==> src/acc_consts.vh <==
// register offsets, field positions, codes and reset values of the conversion control block
`ifndef ACC_CONSTS_VH
`define ACC_CONSTS_VH

`define ACC_ADDR_W 3
`define ACC_DATA_W 8
`define ACC_RES_W 12

`define ACC_OFF_CONV_CTRL_STATUS 3'h0
`define ACC_OFF_TRIGGER_COMPARE_CTRL 3'h1
`define ACC_OFF_RESULT_HIGH 3'h2
`define ACC_OFF_RESULT_LOW 3'h3
`define ACC_OFF_COMPARE_VALUE_HIGH 3'h4
`define ACC_OFF_COMPARE_VALUE_LOW 3'h5
`define ACC_OFF_RESOLUTION_CFG 3'h6

`define ACC_BIT_DONE_FLAG 7
`define ACC_BIT_DONE_IRQ_ENABLE 6
`define ACC_BIT_CONTINUOUS_ENABLE 5
`define ACC_SEL_HI 4
`define ACC_SEL_LO 0

`define ACC_BIT_ACTIVE_FLAG 7
`define ACC_BIT_TRIGGER_SELECT 6
`define ACC_BIT_COMPARE_ENABLE 5
`define ACC_BIT_COMPARE_GE_SELECT 4

`define ACC_MODE_HI 3
`define ACC_MODE_LO 2

`define ACC_SEL_OFF 5'h1F
`define ACC_SEL_RESET 5'h1F

`define ACC_MODE_8BIT 2'h0
`define ACC_MODE_12BIT 2'h1
`define ACC_MODE_10BIT 2'h2

`define ACC_MASK_8BIT 12'h0FF
`define ACC_MASK_10BIT 12'h3FF
`define ACC_MASK_12BIT 12'hFFF

`define ACC_BYTE_ZERO 8'h00
`define ACC_RES_ZERO 12'h000
`define ACC_RES_ONE 12'h001
`define ACC_CVH_W 4

`endif

==> src/acc_conv_ctrl.v <==
// control and status logic of a successive-approximation converter
`timescale 1ns/10ps
`include "acc_consts.vh"

module acc_conv_ctrl (
  input wire clock_i,
  input wire rstn_i,
  input wire [`ACC_ADDR_W-1:0] addr_i,
  input wire [`ACC_DATA_W-1:0] wdata_i,
  input wire wr_i,
  input wire rd_i,
  output reg [`ACC_DATA_W-1:0] rdata_o,
  input wire hw_trigger_in_i,
  input wire core_done_i,
  input wire [`ACC_RES_W-1:0] core_result_i,
  output reg core_start_o,
  output reg core_abort_o,
  output reg core_enable_o,
  output reg [`ACC_SEL_HI:`ACC_SEL_LO] core_channel_o,
  output reg [1:0] core_mode_o,
  output reg irq_o
);

  ////////////////////////////////////////////////////////////////////////////
  // state

  reg done_flag;
  reg done_irq_enable;
  reg continuous_enable;
  reg active_flag;
  reg trigger_select;
  reg compare_enable;
  reg compare_ge_select;
  reg [`ACC_DATA_W-1:0] result_high;
  reg [`ACC_DATA_W-1:0] result_low;
  reg [`ACC_CVH_W-1:0] compare_value_high;
  reg [`ACC_DATA_W-1:0] compare_value_low;
  reg read_lock;

  // resolution mask shared by result formatting and compare value
  function [`ACC_RES_W-1:0] res_mask;
    input [1:0] mode;
    begin
      case (mode)
        `ACC_MODE_8BIT: res_mask = `ACC_MASK_8BIT;
        `ACC_MODE_10BIT: res_mask = `ACC_MASK_10BIT;
        default: res_mask = `ACC_MASK_12BIT;
      endcase
    end
  endfunction

  ////////////////////////////////////////////////////////////////////////////
  // decode and datapath

  wire wr_ctrl = wr_i && (addr_i == `ACC_OFF_CONV_CTRL_STATUS);
  wire wr_trig = wr_i && (addr_i == `ACC_OFF_TRIGGER_COMPARE_CTRL);
  wire wr_cvh = wr_i && (addr_i == `ACC_OFF_COMPARE_VALUE_HIGH);
  wire wr_cvl = wr_i && (addr_i == `ACC_OFF_COMPARE_VALUE_LOW);
  wire wr_cfg = wr_i && (addr_i == `ACC_OFF_RESOLUTION_CFG);
  wire rd_high = rd_i && (addr_i == `ACC_OFF_RESULT_HIGH);
  wire rd_low = rd_i && (addr_i == `ACC_OFF_RESULT_LOW);

  wire [`ACC_SEL_HI:`ACC_SEL_LO] wsel = wdata_i[`ACC_SEL_HI:`ACC_SEL_LO];
  wire wsel_off = (wsel == `ACC_SEL_OFF);
  wire sel_off = (core_channel_o == `ACC_SEL_OFF);
  wire is_8bit = (core_mode_o == `ACC_MODE_8BIT);

  wire [`ACC_RES_W-1:0] mask = res_mask(core_mode_o);
  wire [`ACC_RES_W-1:0] res_val = core_result_i & mask;
  // compare high contributes only above bit 7, masked away in 8-bit mode
  wire [`ACC_RES_W-1:0] cmp_val = {compare_value_high, compare_value_low} & mask;
  wire [`ACC_RES_W-1:0] cmp_twos = (~cmp_val) + `ACC_RES_ONE;
  wire [`ACC_RES_W-1:0] diff_val = (res_val + cmp_twos) & mask;
  wire cmp_true = compare_ge_select ? (res_val >= cmp_val) : (res_val < cmp_val);
  wire accept = !compare_enable || cmp_true;
  wire [`ACC_RES_W-1:0] store_val = compare_enable ? diff_val : res_val;

  // a write to main control aborts, so a done in that same cycle is dropped
  wire finish = core_done_i && active_flag && !wr_ctrl;
  wire lock_eff = read_lock && !is_8bit;
  wire load_res = finish && accept && !lock_eff;
  wire set_done = finish && accept;
  wire hw_start = trigger_select && hw_trigger_in_i && !sel_off && !active_flag
    && !wr_ctrl;
  wire restart = finish && continuous_enable && !sel_off;

  ////////////////////////////////////////////////////////////////////////////
  // conversion sequencing

  always @(posedge clock_i) begin
    if (!rstn_i) begin
      done_irq_enable <= 1'b0;
      continuous_enable <= 1'b0;
      core_channel_o <= `ACC_SEL_RESET;
      active_flag <= 1'b0;
      core_enable_o <= 1'b0;
      core_start_o <= 1'b0;
      core_abort_o <= 1'b0;
    end else begin
      core_start_o <= 1'b0;
      core_abort_o <= 1'b0;
      if (wr_ctrl) begin
        done_irq_enable <= wdata_i[`ACC_BIT_DONE_IRQ_ENABLE];
        continuous_enable <= wdata_i[`ACC_BIT_CONTINUOUS_ENABLE];
        core_channel_o <= wsel;
        core_abort_o <= active_flag;
        if (!wsel_off && !trigger_select) begin
          active_flag <= 1'b1;
          core_enable_o <= 1'b1;
          core_start_o <= 1'b1;
        end else begin
          active_flag <= 1'b0;
          core_enable_o <= 1'b0;
        end
      end else if (hw_start) begin
        active_flag <= 1'b1;
        core_enable_o <= 1'b1;
        core_start_o <= 1'b1;
      end else if (finish) begin
        if (restart) begin
          core_start_o <= 1'b1;
        end else begin
          active_flag <= 1'b0;
          core_enable_o <= 1'b0;
        end
      end
    end
  end

  ////////////////////////////////////////////////////////////////////////////
  // flags, results and configuration

  always @(posedge clock_i) begin
    if (!rstn_i) begin
      done_flag <= 1'b0;
      irq_o <= 1'b0;
      trigger_select <= 1'b0;
      compare_enable <= 1'b0;
      compare_ge_select <= 1'b0;
      compare_value_high <= {`ACC_CVH_W{1'b0}};
      compare_value_low <= `ACC_BYTE_ZERO;
      core_mode_o <= `ACC_MODE_8BIT;
      result_high <= `ACC_BYTE_ZERO;
      result_low <= `ACC_BYTE_ZERO;
      read_lock <= 1'b0;
    end else begin
      // set wins over the low-result read clear
      if (set_done) begin
        done_flag <= 1'b1;
      end else if (wr_ctrl || rd_low) begin
        done_flag <= 1'b0;
      end
      irq_o <= (set_done || (done_flag && !wr_ctrl && !rd_low))
        && (wr_ctrl ? wdata_i[`ACC_BIT_DONE_IRQ_ENABLE] : done_irq_enable);
      if (wr_trig) begin
        trigger_select <= wdata_i[`ACC_BIT_TRIGGER_SELECT];
        compare_enable <= wdata_i[`ACC_BIT_COMPARE_ENABLE];
        compare_ge_select <= wdata_i[`ACC_BIT_COMPARE_GE_SELECT];
      end
      if (wr_cvh) begin
        compare_value_high <= wdata_i[`ACC_CVH_W-1:0];
      end
      if (wr_cvl) begin
        compare_value_low <= wdata_i;
      end
      if (wr_cfg) begin
        core_mode_o <= wdata_i[`ACC_MODE_HI:`ACC_MODE_LO];
      end
      if (load_res) begin
        // mask already clears the unused upper result bits
        result_high <= {{(`ACC_DATA_W-`ACC_CVH_W){1'b0}},
          store_val[`ACC_RES_W-1:`ACC_DATA_W]};
        result_low <= store_val[`ACC_DATA_W-1:0];
      end
      // a low read releases the lock even if a high read never came
      if (rd_low) begin
        read_lock <= 1'b0;
      end else if (rd_high && !is_8bit) begin
        read_lock <= 1'b1;
      end
    end
  end

  ////////////////////////////////////////////////////////////////////////////
  // register read port

  always @(posedge clock_i) begin
    if (!rstn_i) begin
      rdata_o <= `ACC_BYTE_ZERO;
    end else if (rd_i) begin
      case (addr_i)
        `ACC_OFF_CONV_CTRL_STATUS:
          rdata_o <= {done_flag, done_irq_enable, continuous_enable, core_channel_o};
        `ACC_OFF_TRIGGER_COMPARE_CTRL:
          rdata_o <= {active_flag, trigger_select, compare_enable, compare_ge_select,
            4'h0};
        `ACC_OFF_RESULT_HIGH: rdata_o <= result_high;
        `ACC_OFF_RESULT_LOW: rdata_o <= result_low;
        `ACC_OFF_COMPARE_VALUE_HIGH:
          rdata_o <= {{(`ACC_DATA_W-`ACC_CVH_W){1'b0}}, compare_value_high};
        `ACC_OFF_COMPARE_VALUE_LOW: rdata_o <= compare_value_low;
        `ACC_OFF_RESOLUTION_CFG: rdata_o <= {4'h0, core_mode_o, 2'h0};
        default: rdata_o <= `ACC_BYTE_ZERO;
      endcase
    end else begin
      rdata_o <= `ACC_BYTE_ZERO;
    end
  end

endmodule

==> config.mk <==
export PLATFORM = sky130hd
export DESIGN_NAME = acc_conv_ctrl
export DESIGN_NICKNAME = d
export VERILOG_FILES = /design/src/acc_conv_ctrl.v
export VERILOG_INCLUDE_DIRS = /design/src
export SDC_FILE = /design/constraint.sdc
export NUM_CORES = 1
export LEC_CHECK = 0
export ABC_CLOCK_PERIOD_IN_PS = 6800
export BUFFER_PORTS_ARGS = -buffer_cell sky130_fd_sc_hd__buf_2
export CAP_MARGIN = 20
export CORE_MARGIN = 1.5
export CORE_UTILIZATION = 61
export DETAILED_ROUTE_END_ITERATION = 12
export HOLD_SLACK_MARGIN = 0.03
export PLACE_DENSITY = 0.83
export SETUP_SLACK_MARGIN = 0.05
export SLEW_MARGIN = 10
export SYNTH_ARGS = -nofsm -noshare
export SYNTH_HDL_FRONTEND = slang
export SYNTH_SLANG_ARGS = --single-unit
==> constraint.sdc <==
create_clock -name clock_i -period 6.8 [get_ports clock_i]
set_input_delay 1.02 -clock clock_i [delete_from_list [all_inputs] [get_ports clock_i]]
set_output_delay 1.02 -clock clock_i [all_outputs]
set_load 0.02 [all_outputs]
==> results_dict.tcl <==
set metrics [dict create \
    largest_net_degree_at_the_start_of_global_routing 55 \
    placed_cells_incl_taps 467 \
    finalWorstSetupSlack_ns 3.49 \
    synth_cell_types 46 \
    drc_errors 0 \
    postSynthAreaPerCell_um2 8.04 \
    crit_path_end_kind "register" \
    synth.ff_latch_count 50 \
    worst_ir_drop_vdd_mv 0.134 \
    cpMaxStageDelayCell "sky130_fd_sc_hd__a2111o_1" \
    1st_iter_drt_viols 225 \
    antenna_found_initial 0 \
    wire_per_inst_um 17.0 \
    timing_max_transition_violations_final 0 \
    cts-root-buf "sky130_fd_sc_hd__clkbuf_8" \
    grt_first_pass_wirelength_mm 13.0 \
    power_report.internal_total_uw 427 \
    cpMostUsedCell "sky130_fd_sc_hd__a211oi_1" \
    layout_cells_sized_above_1_pct 15.4 \
    synth_edf_count 0 \
    synth-compound-area-share_pct 17.1 \
    finalClockSkew_ns 0.00520 \
    yosysWarnings 0 \
    post_synth_instance_area_mm2 0.00300 \
    placement.setup.worst_slack_ns 3.17 \
    place.detailed.hpwl_mm 5.95 \
    switching_share_pct 27.7 \
    detail-route-antenna-nets 0 \
    n_antenna_cell 0 \
    die_width_um 73.1 \
    leakage_nw 1.43 \
    final.period_utilization_pct 48.7 \
    run_status "complete, no violations" \
    clock_insertion_delay_worst_skew_ns 0.31 \
    family_with_the_most_delay_on_the_worst_path "compound AO/OA/AOI/OAI gates" \
    post_synth_and_or_nand_nor_area_fraction_pct 25.9 \
    cts_setup_buffers 0 \
    routabilityCongestion 0.941 \
    synthesized_nets 415 \
    clock_path_buffers 2 \
    fin_total_pwr_uw 591 \
    finalHoldViolations 0 \
    synthFlopType "sky130_fd_sc_hd__dfxtp_1" \
    power.combinational.fraction_pct 15.5 \
    core_area_mm2 0.00472 \
    drt_first_pass_iters 5 \
    power.density_mw_per_mm2 177 \
    post_dp_cell_area_mm2 0.00323 \
    port-buffer-count 47 \
    postRouteWirelength_mm 8.06 \
    cts_inserted_buffers 5 \
    setup.worst_path.class "in -> reg" \
    synth_area_leaders "sky130_fd_sc_hd__dfxtp_1 (33%), sky130_fd_sc_hd__mux2i_1 (11%), sky130_fd_sc_hd__nand2_1 (9.0%), sky130_fd_sc_hd__ha_1 (5.0%), sky130_fd_sc_hd__nor2_1 (2.8%)" \
    power_switching_uw 164 \
    drv.max_cap_violation_count 0 \
    worst_slew_pin_slew_ns 0.886 \
    setup_total_negative_slack_ns 0 \
    period_needed_ns 3.31 \
    grtUsageTotal_pct 32.3 \
    setup.worst_path.start_class "primary input" \
    synth_fa_ha_area_share_pct 5.68 \
    clk_transition_reported_paths_ns 0.09 \
    area_growth_syn_to_layout_pct 11.4 \
    boundaryPins 48 \
    rsz0062_at_grt "false" \
    cts_hold_buf 0 \
    rows 25 \
    post-route-cell-area_mm2 0.00334 \
    routed-via-count 2912 \
    async_reset_ff_share_pct 0 \
    critPathBufInv 2 \
    layout.cells.non_filler 475 \
    grt_pass1_vias 2710 \
    worst_min_delay_path_category "reg -> reg" \
    cts.sinks 50 \
    syn-instance-count 373 \
    final_net_count 449 \
    worstPathMaxFanout 12 \
    fp.dieH_um 73.1 \
    cts_max_level 2 \
    dieArea_mm2 0.00534 \
    initial_utilization_pct 63.5 \
    critPathArrivalTime_ns 3.55 \
    timing.critical_path.cells "buf_2 -> inv_1 -> ha_1 -> fa_1 -> nand2b_1 -> a211oi_1 -> o21bai_1 -> a211oi_1 -> a2111o_1 -> mux2i_1" \
    setup_viol 0 \
    slew_headroom_pct 40.9 \
    vias_per_cell 6.13 \
    p_seq_share_pct 51.4 \
    yosys.area_share.xor_xnor_pct 0.584 \
    tritoncts "done" \
    main_combinational_cell_family_by_area_after_synthesis "simple AND/OR/NAND/NOR gates" \
    synth_area_leader_cell "sky130_fd_sc_hd__dfxtp_1" \
    pwr-share-clk_pct 33.1 \
    synth.top_cell.area_share_pct 33.4 \
    cts.repair.resized 0 \
    synth.yosys.seq_area_share_pct 33.4 \
    cp_data_required_time_ns 7.04 \
    synth.area.mux_share_pct 12.9 \
    achievable-frequency_mhz 302 \
    global_route.overflow_total 0 \
    timing.critical_path.slowest_cell_delay_ns 0.58 \
    fin_hold_ws_ns 0.471 \
    utilization_pct 70.7 \
]
[registers in the layout, summed over array words and instances, names as in the netlist, 2 cells and up]
name	count
result_high	4
compare_value_high	4
core_channel_o	5
rdata_o	8
core_mode_o	2
result_low	8
compare_value_low	8
[power by group through the flow]
stage / logic (mW) / clock network [mW] / registers [mW]
after CTS: 0.0896 / 0.198 / 0.303
after detailed placement: 0.0891 / 0 / 0.310
after global placement: 0.0865 / 0 / 0.310
final: 0.0918 / 0.195 / 0.303
after floorplan: 0.0599 / 0 / 0.310
after global routing: 0.100 / 0.208 / 0.304
[worst min-delay path, cell delays in order, from the launching register on]
cell and delay (ns):
sky130_fd_sc_hd__dfxtp_1 0.32, sky130_fd_sc_hd__nand2_1 0.05, sky130_fd_sc_hd__mux2i_1 0.06
[synth_stat cells (3+ instances only)]
cell	instances
sky130_fd_sc_hd__a211oi_1	7
sky130_fd_sc_hd__a21boi_0	10
sky130_fd_sc_hd__a21oi_1	13
sky130_fd_sc_hd__a221oi_1	5
sky130_fd_sc_hd__a22oi_1	4
sky130_fd_sc_hd__and2_1	7
sky130_fd_sc_hd__and3_1	6
sky130_fd_sc_hd__and4_1	3
sky130_fd_sc_hd__clkbuf_1	18
sky130_fd_sc_hd__dfxtp_1	50
sky130_fd_sc_hd__ha_1	12
sky130_fd_sc_hd__inv_1	13
sky130_fd_sc_hd__mux2_2	5
sky130_fd_sc_hd__mux2i_1	33
sky130_fd_sc_hd__nand2_1	72
sky130_fd_sc_hd__nand2b_1	9
sky130_fd_sc_hd__nand3_1	16
sky130_fd_sc_hd__nand4_1	4
sky130_fd_sc_hd__nor2_1	22
sky130_fd_sc_hd__nor2b_1	10
sky130_fd_sc_hd__nor3_1	6
sky130_fd_sc_hd__o21a_1	4
sky130_fd_sc_hd__o21ai_0	11
sky130_fd_sc_hd__o31ai_1	3
[final cells by class]
class                      count  area, µm²
multi-input combinational    289       1860
fill                         426       1380
clock buffer                   7       96.3
sequential                    50       1000
timing repair buffer          47        235
clock inverter                 1       8.76
tap                           67       83.8
inverter                      14       52.6
[worst paths after layout]
kind,startpoint,end,slack (ns),cells past startpoint
hold reg to reg,result_high[1],result_high[1],0.47,2
setup reg to reg,core_mode_o[0],result_low[0],3.52,9
hold / removal,result_high[1],result_high[1],0.47,2
setup / recovery,core_result_i[0],result_low[0],3.49,10
[per-layer routing]
layer	global-route usage, %	part of all wire [%]
met1	40.4	43
met2	51.4	46
met3	8.43	6.8
met4	15.3	3.8
met5	0	0
[placed cells by master (no fill, tap or decap), drive strengths merged, types with 2 or more instances in the layout]
cell | netlist | final
mux2 | 5 | 5
a22oi | 4 | 4
nand2 | 72 | 72
o221ai | 2 | 2
o31ai | 3 | 3
o21bai | 2 | 2
a31oi | 2 | 2
xnor2 | 2 | 2
buf | 2 | 47
o21ai | 11 | 11
ha | 12 | 12
nand3b | 2 | 2
nor3 | 6 | 6
nor2b | 10 | 10
a221oi | 5 | 5
dfxtp | 50 | 50
nor2 | 22 | 22
o21a | 4 | 4
nand2b | 9 | 9
a21oi | 14 | 14
o311ai | 2 | 2
a211oi | 7 | 7
a21boi | 10 | 10
and4 | 3 | 3
nor3b | 2 | 2
and2 | 7 | 7
nand3 | 16 | 16
nand4 | 4 | 4
inv | 14 | 14
and3 | 6 | 6
o2bb2ai | 2 | 2
clkbuf | 18 | 7
mux2i | 33 | 33
[cells by family after synthesis]
logic type / Yosys count
AO/OA/AOI/OAI: 73
XOR/XNOR: 2
adder cells (fa/ha/maj): 13
buffers and inverters: 34
flip-flops: 50
multiplexers: 38
AND/OR/NAND/NOR: 163
Power figures use the tool's default switching activity.
